## src/chan_mon_pkg.sv

```systemverilog
// Purpose: Shared constants for the USB channel mode monitor.
// Assumes: 20 MHz system clock; all times are given in microseconds.
// Notes: Status and control layout is shared by the monitor and its bench.
package chan_mon_pkg;

  // Clock rate and chirp window limits
  localparam int CLK_MHZ = 20;
  localparam int CHIRP_MIN_US = 18;
  localparam int CHIRP_MAX_US = 128;
  // Least time rounds up, longest rounds down; both are exact at 20 MHz
  localparam int CHIRP_MIN_CYC = CHIRP_MIN_US * CLK_MHZ;
  localparam int CHIRP_MAX_CYC = CHIRP_MAX_US * CLK_MHZ;
  localparam int CNT_W = 12;

  // High speed bit rate carried while compensating, in Mbit/s
  localparam int HS_RATE_MBPS = 480;

  // Gain level width and the level used before the first capture
  localparam int GAIN_W = 2;
  localparam logic [1:0] GAIN_RST = 2'h3;

  // Register byte offsets
  localparam logic [11:0] CTRL_OFS = 12'h000;
  localparam logic [11:0] STATUS_OFS = 12'h004;

  // Control fields
  localparam int CTRL_SWDIS_BIT = 0;
  localparam logic CTRL_SWDIS_RST = 1'b0;

  // Status fields
  localparam int ST_ATTACH_BIT = 0;
  localparam int ST_HS_BIT = 1;
  localparam int ST_COMP_BIT = 2;
  localparam int ST_LOWSPD_BIT = 3;
  localparam int ST_GAIN_LSB = 4;
  localparam int ST_STATE_LSB = 8;

  // Channel modes, Gray coded along attach, reset, chirp J, chirp K, HS
  typedef enum logic [2:0] {
    MODE_UNCONN = 3'h0,
    MODE_ATTACH = 3'h1,
    MODE_RESET = 3'h3,
    MODE_CHIRP_J = 3'h2,
    MODE_CHIRP_K = 3'h6,
    MODE_HS = 3'h7,
    MODE_DISABLE = 3'h5
  } mode_t;

endpackage

```

## src/chirp_timer.sv

```systemverilog
// Purpose: Measures how long the line has held one chirp level.
// Assumes: clear_i pulses on entry to each chirp state.
// Notes: The count saturates just past the longest legal chirp.
`timescale 1ns/10ps
module chirp_timer (
  input wire logic sys_clk_i,
  input wire logic srst_i,
  input wire logic clear_i,
  input wire logic run_i,
  output logic in_win_o,
  output logic over_o
);

  logic [chan_mon_pkg::CNT_W-1:0] count_r;
  logic [chan_mon_pkg::CNT_W-1:0] count_nxt;
  logic sat_w;

  // Window ends cut to the counter width on purpose; both fit in it
  localparam logic [chan_mon_pkg::CNT_W-1:0] MIN_CNT =
    chan_mon_pkg::CHIRP_MIN_CYC[chan_mon_pkg::CNT_W-1:0];
  localparam logic [chan_mon_pkg::CNT_W-1:0] MAX_CNT =
    chan_mon_pkg::CHIRP_MAX_CYC[chan_mon_pkg::CNT_W-1:0];
  localparam logic [chan_mon_pkg::CNT_W-1:0] ONE_CNT =
    {{(chan_mon_pkg::CNT_W-1){1'b0}}, 1'b1};

  // Clear loads one, so the count equals the samples seen in the chirp
  // Saturation keeps a stuck chirp from wrapping back into the window
  assign sat_w = (count_r > MAX_CNT);
  assign count_nxt = clear_i ? ONE_CNT :
                     (run_i && !sat_w) ? count_r + 1'b1 : count_r;
  assign in_win_o = (count_r >= MIN_CNT) && !sat_w;
  assign over_o = sat_w;

  // Chirp length counter
  always_ff @(posedge sys_clk_i) begin
    if (srst_i) begin
      count_r <= '0;
    end else begin
      count_r <= count_nxt;
    end
  end

endmodule

```

## src/gain_latch.sv

```systemverilog
// Purpose: Holds the compensation gain level chosen by the strap input.
// Assumes: gain_select_input_i is already decoded to a level.
// Notes: Captures once after reset and once after each disable release.
`timescale 1ns/10ps
module gain_latch (
  input wire logic sys_clk_i,
  input wire logic srst_i,
  input wire logic disable_i,
  input wire logic [chan_mon_pkg::GAIN_W-1:0] gain_select_input_i,
  output logic [chan_mon_pkg::GAIN_W-1:0] gain_o,
  output logic capture_o
);

  logic armed_r;
  logic armed_nxt;
  logic [chan_mon_pkg::GAIN_W-1:0] gain_r;

  // Arm at reset and while disabled; fire on the first enabled cycle
  assign capture_o = armed_r && !disable_i;
  assign armed_nxt = disable_i ? 1'b1 : (capture_o ? 1'b0 : armed_r);
  assign gain_o = gain_r;

  // Strap sampling; later changes on the pin are ignored
  always_ff @(posedge sys_clk_i) begin
    if (srst_i) begin
      armed_r <= 1'b1;
      gain_r <= chan_mon_pkg::GAIN_RST;
    end else begin
      armed_r <= armed_nxt;
      if (capture_o) begin
        gain_r <= gain_select_input_i;
      end
    end
  end

endmodule

```

## src/usb_channel_mode_monitor.sv

```systemverilog
// Purpose: Tracks the speed mode of a passive USB channel and drives flags.
// Assumes: Line and detector inputs are synchronous to sys_clk_i.
// Notes: Data never passes through this logic; it only steers compensation.
//
// Behaviour
// - A low speed attach leaves compensation off and raises the attach flag.
// - A full speed attach leaves compensation off and raises the attach flag.
// - A high speed attach turns compensation on at the captured gain level.
// - In high speed mode both the high speed and the attach flags are high.
// - While the disable input is low the block is disabled, no compensation.
// - Disabled, traffic still passes and neither flag reports status.
// - High speed mode carries traffic at up to 480 Mbit/s.
// - One chirp J then one chirp K, each 18 to 128 us, make high speed.
// - Disconnect or suspend drops the high speed flag.
// - A pull-up seen while unconnected raises attach; disconnect clears it.
// - Gain is captured only after reset or disable release, then held.
//
// The register offsets and register access over APB were chosen for this implementation.
`timescale 1ns/10ps
module usb_channel_mode_monitor (
  input wire logic sys_clk_i,
  input wire logic srst_i,
  input wire logic active_low_disable_i,
  input wire logic [chan_mon_pkg::GAIN_W-1:0] gain_select_input_i,
  input wire logic line_dp_i,
  input wire logic line_dm_i,
  input wire logic disc_det_i,
  input wire logic suspend_det_i,
  input wire logic psel_i,
  input wire logic penable_i,
  input wire logic pwrite_i,
  input wire logic [11:0] paddr_i,
  input wire logic [31:0] pwdata_i,
  output logic [31:0] prdata_o,
  output logic pready_o,
  output logic pslverr_o,
  output logic attach_flag_o,
  output logic high_speed_flag_o,
  output logic comp_en_o,
  output logic [chan_mon_pkg::GAIN_W-1:0] comp_gain_o
);

  chan_mon_pkg::mode_t state_r;
  chan_mon_pkg::mode_t state_nxt;
  logic lowspeed_r;
  logic lowspeed_nxt;
  logic attach_r;
  logic attach_nxt;
  logic hs_r;
  logic hs_nxt;
  logic comp_r;
  logic comp_nxt;
  logic swdis_r;
  logic [31:0] prdata_r;
  logic [31:0] status_w;
  logic dis_w;
  logic se0_w;
  logic lj_w;
  logic lk_w;
  logic pullup_w;
  logic tmr_clear_w;
  logic tmr_run_w;
  logic in_win_w;
  logic over_w;
  logic [chan_mon_pkg::GAIN_W-1:0] gain_w;
  logic capture_w;
  logic hit_ctrl_w;
  logic hit_status_w;
  logic setup_w;
  logic access_w;

  // Line decode from the single-ended receivers
  assign se0_w = !line_dp_i && !line_dm_i;
  assign lj_w = line_dp_i && !line_dm_i;
  assign lk_w = !line_dp_i && line_dm_i;
  assign pullup_w = line_dp_i || line_dm_i;

  // Pin and software disable are merged; either one parks the block
  assign dis_w = !active_low_disable_i || swdis_r;

  // Chirp timer restarts on every state change and runs only in chirps
  assign tmr_clear_w = (state_nxt != state_r);
  assign tmr_run_w = (state_r == chan_mon_pkg::MODE_CHIRP_J) ||
                     (state_r == chan_mon_pkg::MODE_CHIRP_K);

  chirp_timer u_chirp_timer (
    .sys_clk_i(sys_clk_i),
    .srst_i(srst_i),
    .clear_i(tmr_clear_w),
    .run_i(tmr_run_w),
    .in_win_o(in_win_w),
    .over_o(over_w)
  );

  gain_latch u_gain_latch (
    .sys_clk_i(sys_clk_i),
    .srst_i(srst_i),
    .disable_i(dis_w),
    .gain_select_input_i(gain_select_input_i),
    .gain_o(gain_w),
    .capture_o(capture_w)
  );

  // Mode tracking; disable overrides everything, disconnect comes next
  always_comb begin
    state_nxt = state_r;
    lowspeed_nxt = lowspeed_r;
    case (state_r)
      chan_mon_pkg::MODE_UNCONN: begin
        if (pullup_w) begin
          state_nxt = chan_mon_pkg::MODE_ATTACH;
          lowspeed_nxt = lk_w;
        end
      end
      chan_mon_pkg::MODE_ATTACH: begin
        // A low speed device never chirps, so bus reset is ignored for it
        if (disc_det_i) begin
          state_nxt = chan_mon_pkg::MODE_UNCONN;
        end else if (se0_w && !lowspeed_r) begin
          state_nxt = chan_mon_pkg::MODE_RESET;
        end
      end
      chan_mon_pkg::MODE_RESET: begin
        if (disc_det_i) begin
          state_nxt = chan_mon_pkg::MODE_UNCONN;
        end else if (lj_w) begin
          state_nxt = chan_mon_pkg::MODE_CHIRP_J;
        end else if (lk_w) begin
          state_nxt = chan_mon_pkg::MODE_ATTACH;
        end
      end
      chan_mon_pkg::MODE_CHIRP_J: begin
        // Plain full speed idle after reset times out here as a long J
        if (disc_det_i) begin
          state_nxt = chan_mon_pkg::MODE_UNCONN;
        end else if (over_w) begin
          state_nxt = chan_mon_pkg::MODE_ATTACH;
        end else if (lk_w) begin
          state_nxt = in_win_w ? chan_mon_pkg::MODE_CHIRP_K
                               : chan_mon_pkg::MODE_ATTACH;
        end else if (se0_w) begin
          state_nxt = chan_mon_pkg::MODE_RESET;
        end
      end
      chan_mon_pkg::MODE_CHIRP_K: begin
        if (disc_det_i) begin
          state_nxt = chan_mon_pkg::MODE_UNCONN;
        end else if (over_w) begin
          state_nxt = chan_mon_pkg::MODE_ATTACH;
        end else if (!lk_w) begin
          state_nxt = in_win_w ? chan_mon_pkg::MODE_HS
                               : chan_mon_pkg::MODE_ATTACH;
        end
      end
      chan_mon_pkg::MODE_HS: begin
        if (disc_det_i) begin
          state_nxt = chan_mon_pkg::MODE_UNCONN;
        end else if (suspend_det_i) begin
          state_nxt = chan_mon_pkg::MODE_ATTACH;
        end
      end
      chan_mon_pkg::MODE_DISABLE: begin
        state_nxt = chan_mon_pkg::MODE_UNCONN;
      end
      default: begin
        state_nxt = chan_mon_pkg::MODE_UNCONN;
      end
    endcase
    if (dis_w) begin
      state_nxt = chan_mon_pkg::MODE_DISABLE;
    end
  end

  // Flag and compensation outputs follow the next mode, so they are flops
  assign attach_nxt = (state_nxt != chan_mon_pkg::MODE_UNCONN) &&
                      (state_nxt != chan_mon_pkg::MODE_DISABLE);
  assign hs_nxt = (state_nxt == chan_mon_pkg::MODE_HS);
  // Compensation only in HS; the equaliser path is sized rates
  assign comp_nxt = (state_nxt == chan_mon_pkg::MODE_HS);

  always_ff @(posedge sys_clk_i) begin
    if (srst_i) begin
      state_r <= chan_mon_pkg::MODE_UNCONN;
      lowspeed_r <= 1'b0;
      attach_r <= 1'b0;
      hs_r <= 1'b0;
      comp_r <= 1'b0;
    end else begin
      state_r <= state_nxt;
      lowspeed_r <= lowspeed_nxt;
      attach_r <= attach_nxt;
      hs_r <= hs_nxt;
      comp_r <= comp_nxt;
    end
  end

  assign attach_flag_o = attach_r;
  assign high_speed_flag_o = hs_r;
  assign comp_en_o = comp_r;
  assign comp_gain_o = gain_w;

  // APB decode; zero wait states, unmapped words answer with an error
  assign setup_w = psel_i && !penable_i;
  assign access_w = psel_i && penable_i;
  assign hit_ctrl_w = (paddr_i == chan_mon_pkg::CTRL_OFS);
  assign hit_status_w = (paddr_i == chan_mon_pkg::STATUS_OFS);
  assign pready_o = 1'b1;
  assign pslverr_o = access_w && !hit_ctrl_w && !hit_status_w;
  assign prdata_o = prdata_r;

  // Status word; unused bits read as zero
  always_comb begin
    status_w = '0;
    status_w[chan_mon_pkg::ST_ATTACH_BIT] = attach_r;
    status_w[chan_mon_pkg::ST_HS_BIT] = hs_r;
    status_w[chan_mon_pkg::ST_COMP_BIT] = comp_r;
    status_w[chan_mon_pkg::ST_LOWSPD_BIT] = lowspeed_r;
    status_w[chan_mon_pkg::ST_GAIN_LSB +: chan_mon_pkg::GAIN_W] = gain_w;
    status_w[chan_mon_pkg::ST_STATE_LSB +: 3] = state_r;
  end

  // Read data is loaded in the setup cycle so it is a flop at access
  always_ff @(posedge sys_clk_i) begin
    if (srst_i) begin
      prdata_r <= '0;
      swdis_r <= chan_mon_pkg::CTRL_SWDIS_RST;
    end else begin
      if (setup_w && !pwrite_i) begin
        prdata_r <= hit_ctrl_w ? {31'h0, swdis_r} :
                    hit_status_w ? status_w : 32'h0;
      end
      if (access_w && pwrite_i && hit_ctrl_w) begin
        swdis_r <= pwdata_i[chan_mon_pkg::CTRL_SWDIS_BIT];
      end
    end
  end
endmodule

```

## config.mk

```make
export PLATFORM = sky130hd
export DESIGN_NAME = usb_channel_mode_monitor
export DESIGN_NICKNAME = d
export VERILOG_FILES = /design/src/chan_mon_pkg.sv /design/src/chirp_timer.sv /design/src/gain_latch.sv /design/src/usb_channel_mode_monitor.sv
export SDC_FILE = /design/constraint.sdc
export NUM_CORES = 1
export LEC_CHECK = 0
export BUFFER_PORTS_ARGS = -buffer_cell sky130_fd_sc_hd__buf_2
export CAP_MARGIN = 0
export CORE_UTILIZATION = 45
export DETAILED_ROUTE_END_ITERATION = 16
export PLACE_DENSITY = 0.79
export SKIP_LAST_GASP = 1
export SLEW_MARGIN = 10
export SYNTH_ARGS = -nofsm -noshare
export SYNTH_HDL_FRONTEND = slang
export SYNTH_HIERARCHICAL = 1
export SYNTH_SLANG_ARGS = --single-unit
```

## constraint.sdc

```tcl
create_clock -name sys_clk_i -period 3.5 [get_ports sys_clk_i]
set_clock_uncertainty 0.05 [all_clocks]
set_input_delay 0 -clock sys_clk_i [delete_from_list [all_inputs] [get_ports sys_clk_i]]
set_output_delay 0 -clock sys_clk_i [all_outputs]
set_load 0.005 [all_outputs]
```

# After elaboration in Yosys (flattened, before gate mapping)
# Cells that the tools add are included.
# Widths: inputs -> output; s select.
[op_classes] n_addsub=1 order_cmp=2 eq_ne=9 muxes=23 n_reduce_logical=35
[op_table] operator="$mux 3" n=18
[op_table] operator="$mux 11" n=2
[op_table] operator="$pmux 3 s6" n=1
[op_table] operator="$logic_and 1x1->1" n=15
[op_table] operator="$add 12x1->12 const B" n=1
[op_table] operator="$eq 12x3->1 const B" n=1
[op_table] operator="$ge 12x9->1 const B" n=1
[op_table] operator="$gt 12x12->1 const B" n=1
[op_table] operator="$logic_not 12->1" n=1
[op_table] operator="$logic_not 1->1" n=10
[op_table] operator="$eq 3x3->1 const B" n=3
[op_table] operator="$eq 3x2->1 const B" n=2
[op_table] operator="$reduce_or 2->1" n=2
[op_table] operator="$eq 3x1->1 const B" n=1
[op_table] operator="$logic_not 3->1" n=1
[op_table] operator="$logic_or 1x1->1" n=3
[op_table] operator="$ne 3x3->1" n=1
[op_table] operator="$ne 3x3->1 const B" n=1
[op_table] operator="$reduce_bool 3->1" n=1
[op_table] operator="$mux 1" n=2
[op_table] operator="$reduce_and 2->1" n=1
[op_table] operator="$reduce_bool 2->1" n=1
[word_totals] register_bits=54 in_bits=56 out_inout_bits=39 word_cells=80

# Longest topological paths before layout
[logic_depth] ltp_word=11 depth_mapped=13 ltp_nobuf=13

# Hierarchy
# Netlist, hierarchy kept.
[by_module_without_submodules] module="usb_channel_mode_monitor" instances=1 cells_each=133 area_per_inst_um2=1088.5
[by_module_without_submodules] module="chirp_timer" instances=1 cells_each=76 area_per_inst_um2=646.9
[by_module_without_submodules] module="gain_latch" instances=1 cells_each=11 area_per_inst_um2=115.1

# Worst setup path before layout
# No wires, ideal clock.
[synth_path] kind="reg-to-reg" from="register u_chirp_timer/count_r[0] (netlist bit)" to="register u_chirp_timer/count_r[2] (netlist bit)" setup_time_ns=0.070 arrival_ns=2.646 setup_slack_ns=0.734 stages_incl_launch_ff=14 n_path_buf=1 synth_period_minus_slack_ns=2.766 cell_sequence="dfxtp_1 > inv_1 > ha_1 > nor4b_4 > a31oi_2 > a21oi_1 > nor2_1 > or3_4 > nor4b_4 > nor4_1 > o2111ai_1 > or2_2 > buf_4 > a21oi_1"
[synth_via] elab_chain_cells=11 elab_cells_between_ends=18
[synth_lines] element="start: declaration" line_no="chirp_timer.sv:14" rtl="logic [chan_mon_pkg::CNT_W-1:0] count_r;"
[synth_lines] element="start signal: assignment" line_no="chirp_timer.sv:39" rtl="count_r <= count_nxt;"
[synth_lines] element="$gt 12x12->1 (*)" line_no="chirp_timer.sv:28" rtl="assign sat_w = (count_r > MAX_CNT);"
[synth_lines] element="named net over_w" line_no="usb_channel_mode_monitor.sv:64" rtl="logic over_w;"
[synth_lines] element="$logic_not 1->1 (*)" line_no="chirp_timer.sv:31" rtl="assign in_win_o = (count_r >= MIN_CNT) && !sat_w;"
[synth_lines] element="$logic_and 1x1->1 (*)" line_no="chirp_timer.sv:31"
[synth_lines] element="named net in_win_w" line_no="usb_channel_mode_monitor.sv:63" rtl="logic in_win_w;"
[synth_lines] element="$mux 3 (on tied branches)" line_no="usb_channel_mode_monitor.sv:139, usb_channel_mode_monitor.sv:151"
[synth_lines] element="$mux 3 (on tied branches)" line_no="usb_channel_mode_monitor.sv:138, usb_channel_mode_monitor.sv:150"
[synth_lines] element="$mux 3 (on tied branches)" line_no="usb_channel_mode_monitor.sv:136, usb_channel_mode_monitor.sv:148"
[synth_lines] element="$mux 3 (on tied branches)" line_no="usb_channel_mode_monitor.sv:134, usb_channel_mode_monitor.sv:146"
[synth_lines] element="$pmux 3 s6 (*)" line_no="usb_channel_mode_monitor.sv:108" rtl="case (state_r)"
[synth_lines] element="$mux 3 (*)" line_no="usb_channel_mode_monitor.sv:169" rtl="if (dis_w) begin"
[synth_lines] element="$ne 3x3->1 (*)" line_no="usb_channel_mode_monitor.sv:82" rtl="assign tmr_clear_w = (state_nxt != state_r);"
[synth_lines] element="named net tmr_clear_w" line_no="usb_channel_mode_monitor.sv:61" rtl="logic tmr_clear_w;"
[synth_lines] element="$reduce_or 2->1 (no line) (*)"
# The timed path passes the listed nets; every way through them passes the cells marked *.
# A chain may end at the register's enable or synchronous reset.

# Worst setup path after layout
[layout_path] from="register u_chirp_timer/count_r[0] (netlist bit)" to="register u_chirp_timer/count_r[9] (netlist bit)"
# Same word-level chain as after synthesis.

==> out/results.md <==
Run status
- completed — run status

Floorplan
- 95 — I/O pin cnt
- 66.1 µm — Die X
- 4370 µm² — floorplan die area
- 22 — standard-cell row count
- 3800 µm² — Core Box Area
- 48.7% — starting utilization of the core area
- 66.1 µm — Die Span Y

Placement
- 2640 µm — half-perimeter wire length after placement
- 0.880 — Final GP Congestion
- 1950 µm² — total cell area at the placement stage
- 297 — instance count after placement with tap cells included
- 39 — PortBufs

Timing
- 0.514 ns — slew at the pin closest to its max-slew limit
- 320 MHz — Fmax achieved
- 0 — number of failing setup endpoints in the final timing report
- 65.7% — Slew Limit Headroom
- 0 — total count of hold-check failures in the final report
- 89.2% — final worst-path cycle share
- 0 ns — Total Negative Setup Slacks
- 3.12 ns — time the worst path needs with I/O delays and setup
- 0 — Pins Over Slew Limit
- false — setup repair after global routing missed its margin

Final layout
- 1080 µm² — area used by multi-input combinational logic
- 2080 µm² — Post-Layout Inst Area
- 601 µm² — sequential cell area in the final layout
- 22.6% — fraction of final layout cells sized beyond drive strength 1
- 0 — Antenna Cells
- 358 — Filler cells
- 319 — # nets final
- 309 — final cell count without fillers
- 12.6% — Area Overhead vs Synth

Flow run
- 0 — number of max-cap violations

Clocking
- 0.28 ns — Skew-Pair Late Insertion Delay
- 2 — Max Buffers Root-to-Sink
- 0 — post-cts resize count
- 0.06 ns — clock input transition at the sequential cells of the worst setup and hold paths
- 5 — Inserted Clock Buffers
- 30 — Sink Count
- 0 — buffer count from post-CTS setup fixing
- 5 — hold_buf cts
- built — CTS tree
- 2 — CTS HTree Levels
- sky130_fd_sc_hd__clkbuf_8 — Root Buffer Master

Detailed routing
- 5.18 — via-per-instance ratio
- 64 — number of DRC markers after the initial detailed-route iteration
- 1602 — detailed-route via count
- 3640 µm — overall routed net length
- 0 — Antenna Violating Nets Remaining
- 11.8 µm — detail-routed net length per standard cell
- 4 — number of optimization iterations in the first detailed-route pass
- 0 — drc violations

Setup path
- u_chirp_timer/count_r[9] — Critical path destination
- u_chirp_timer/count_r[0] — first element of the critical path
- 12 — FF-to-FF path depth
- register to register — kind of critical path
- u_chirp_timer/count_r[0] — Crit Reg-Reg Startpoint
- 3.29 ns — data arrival time at the worst-slack endpoint
- 10 — maximum fanout count along the critical path
- u_chirp_timer/count_r[9] — critical register-to-register path endpoint
- register — Worst Setup Start Kind
- 3.67 ns — endpoint required time on the critical path
- 0.38 ns — internal reg-to-reg setup slack
- register — kind of end point of the critical path

Synth
- 32.5% — portion of synthesized cell area occupied by the leading cell type
- 220 — number of cells produced by synthesis
- 33 x sky130_fd_sc_hd__nor2_1, 30 x sky130_fd_sc_hd__dfxtp_1, 27 x sky130_fd_sc_hd__buf_4 — list of most frequent post-synthesis cells
- 0 — number of enable flip-flop cells after synthesis
- sky130_fd_sc_hd__nor2_1 — most frequently used cell type in the post-synthesis netlist
- 55 — number of distinct library cell variants in the gate-level netlist after synthesis
- 30 — number of synthesized register bits
- 0% — share of flip-flops with an asynchronous set or reset
- sky130_fd_sc_hd__dfxtp_1 — library cell with the largest summed area after synthesis
- 32.5% — sequential fraction of the synthesis area
- 1850 µm² — Syn Std Cell Area
- 8.41 µm² — per-instance average area after synthesis
- sky130_fd_sc_hd__dfxtp_1 — Synth Flop Type
- sky130_fd_sc_hd__dfxtp_1 32%, sky130_fd_sc_hd__buf_4 11%, sky130_fd_sc_hd__nor2_1 6.7% — main area contributors after synthesis
- 6 — number of warnings issued by yosys

Global routing
- 6.38% — met3 global-route usage
- 5770 µm — first-pass GRT wire length
- 17.7% — Total Routing Usage GR
- 30.1% — met2 track demand over resource in global routing
- 20.1% — met1 Usage GRT
- 0 — antenna violations before repair
- 1349 — number of global-route vias before repair
- met2 — busiest layer in global routing
- 0 — aggregate global routing overflow
- 23 — pin count of the biggest net entering global routing

Power
- 520 µW — Int Pwr
- 0.182 mV — worst vdd rail ir drop
- 336 nW/µm² — Power Dens Cells
- 0.000909 µW — leakage power of the design
- 36.7% — power share of the clock group
- 51.2% — Reg power frac
- 25.7% — fraction of power spent switching nets
- 180 µW — switching power total
- 12.1% — combinational share of power

Worst hold path
- 3 — hold-critical path depth
- primary input to register — type of the worst min-delay path

through the flow:
| step | power, µW | hold WS [ns] | util, % | setup WS, ns |
|---|---|---|---|---|
| after floorplan | 436 | 0.0216 | - | 0.734 |
| after detailed placement | 445 | 0.210 | 51.4 | 0.364 |
| final | 700 | 0.0319 | 54.8 | 0.378 |
| after CTS | 708 | 0.0296 | 54.8 | 0.351 |
| after global placement | 443 | 0.194 | 51.4 | 0.362 |
| after global routing | 736 | 0.0602 | 54.8 | 0.0218 |
layout by cell type, fill, tap and decap left out, drive strengths merged, types with 4 or more instances in the layout:
master       count
a22oi            8
nor4             6
inv              5
clkbuf           5
a21oi            5
nor2            33
buf             39
o21ai            6
conb            24
nand2           15
nand3            7
nor3             5
xor2             6
dfxtp           30
nand4            4
dlygate4sd3      5
nor2b            6
mux2i            6
and3             5
critical path, stage by stage (launching register included):
cell,delay [ns]
sky130_fd_sc_hd__dfxtp_1,0.34
sky130_fd_sc_hd__inv_1,0.06
sky130_fd_sc_hd__ha_1,0.13
sky130_fd_sc_hd__nor4b_4,0.19
sky130_fd_sc_hd__a31oi_2,0.19
sky130_fd_sc_hd__a21oi_1,0.25
sky130_fd_sc_hd__nor2_1,0.13
sky130_fd_sc_hd__or3_4,0.41
sky130_fd_sc_hd__nor4b_4,0.14
sky130_fd_sc_hd__nor4_1,0.31
sky130_fd_sc_hd__o2111ai_1,0.25
sky130_fd_sc_hd__or2_2,0.46
sky130_fd_sc_hd__a21oi_1,0.14
worst min path at each step:
stage / start / end / slack (ns)
2_1_floorplan: srst_i / state_r[0] / 0.02
3_3_place_gp: pwdata_i[0] / swdis_r / 0.19
3_5_place_dp: disc_det_i / state_r[1] / 0.21
4_1_cts: line_dm_i / lowspeed_r / 0.03
5_1_grt: line_dm_i / lowspeed_r / 0.06
6_report: line_dm_i / lowspeed_r / 0.03
registers in the layout, indices dropped and copies added (netlist names), 2 cells and up:
register	flops
u_gain_latch/gain_o	2
u_chirp_timer/count_r	12
prdata_o	8
state_r	3
per-layer routing:
metal,vias to the layer above,routed length (µm)
met5,-,0
met4,0,54
met3,5,227
met2,49,1690
met1,737,1660
li1,811,-
logic make-up after synthesis:
| kind of cell | Yosys count | synth area share (%) |
|---|---|---|
| simple gates | 100 | 31.2 |
| buf+inv | 37 | 13.8 |
| compound gates | 36 | 14.2 |
| flops | 30 | 32.5 |
| xor+xnor | 7 | 3.31 |
| mux | 6 | 3.25 |
| fa+ha+maj | 2 | 1.35 |
| other cells | 2 | 0.406 |
cell type report:
type | instances | area share [%]
clock buffer | 5 | 3.30
sequential | 30 | 28.8
tap | 48 | 2.88
timing repair buffer | 44 | 11.8
multi-input combinational | 175 | 51.7
inverter | 5 | 1.02
clock inverter | 2 | 0.480
power groups by stage:
stage	Clock, µW	Combinational, µW	Sequential (µW)
global route	281	94.9	360
floorplan	0	76.4	360
detailed placement	0	79.2	366
finish	257	84.3	358
CTS	266	84.0	358
global placement	0	77.6	366
Note: power is estimated with default switching activity, not from simulation.
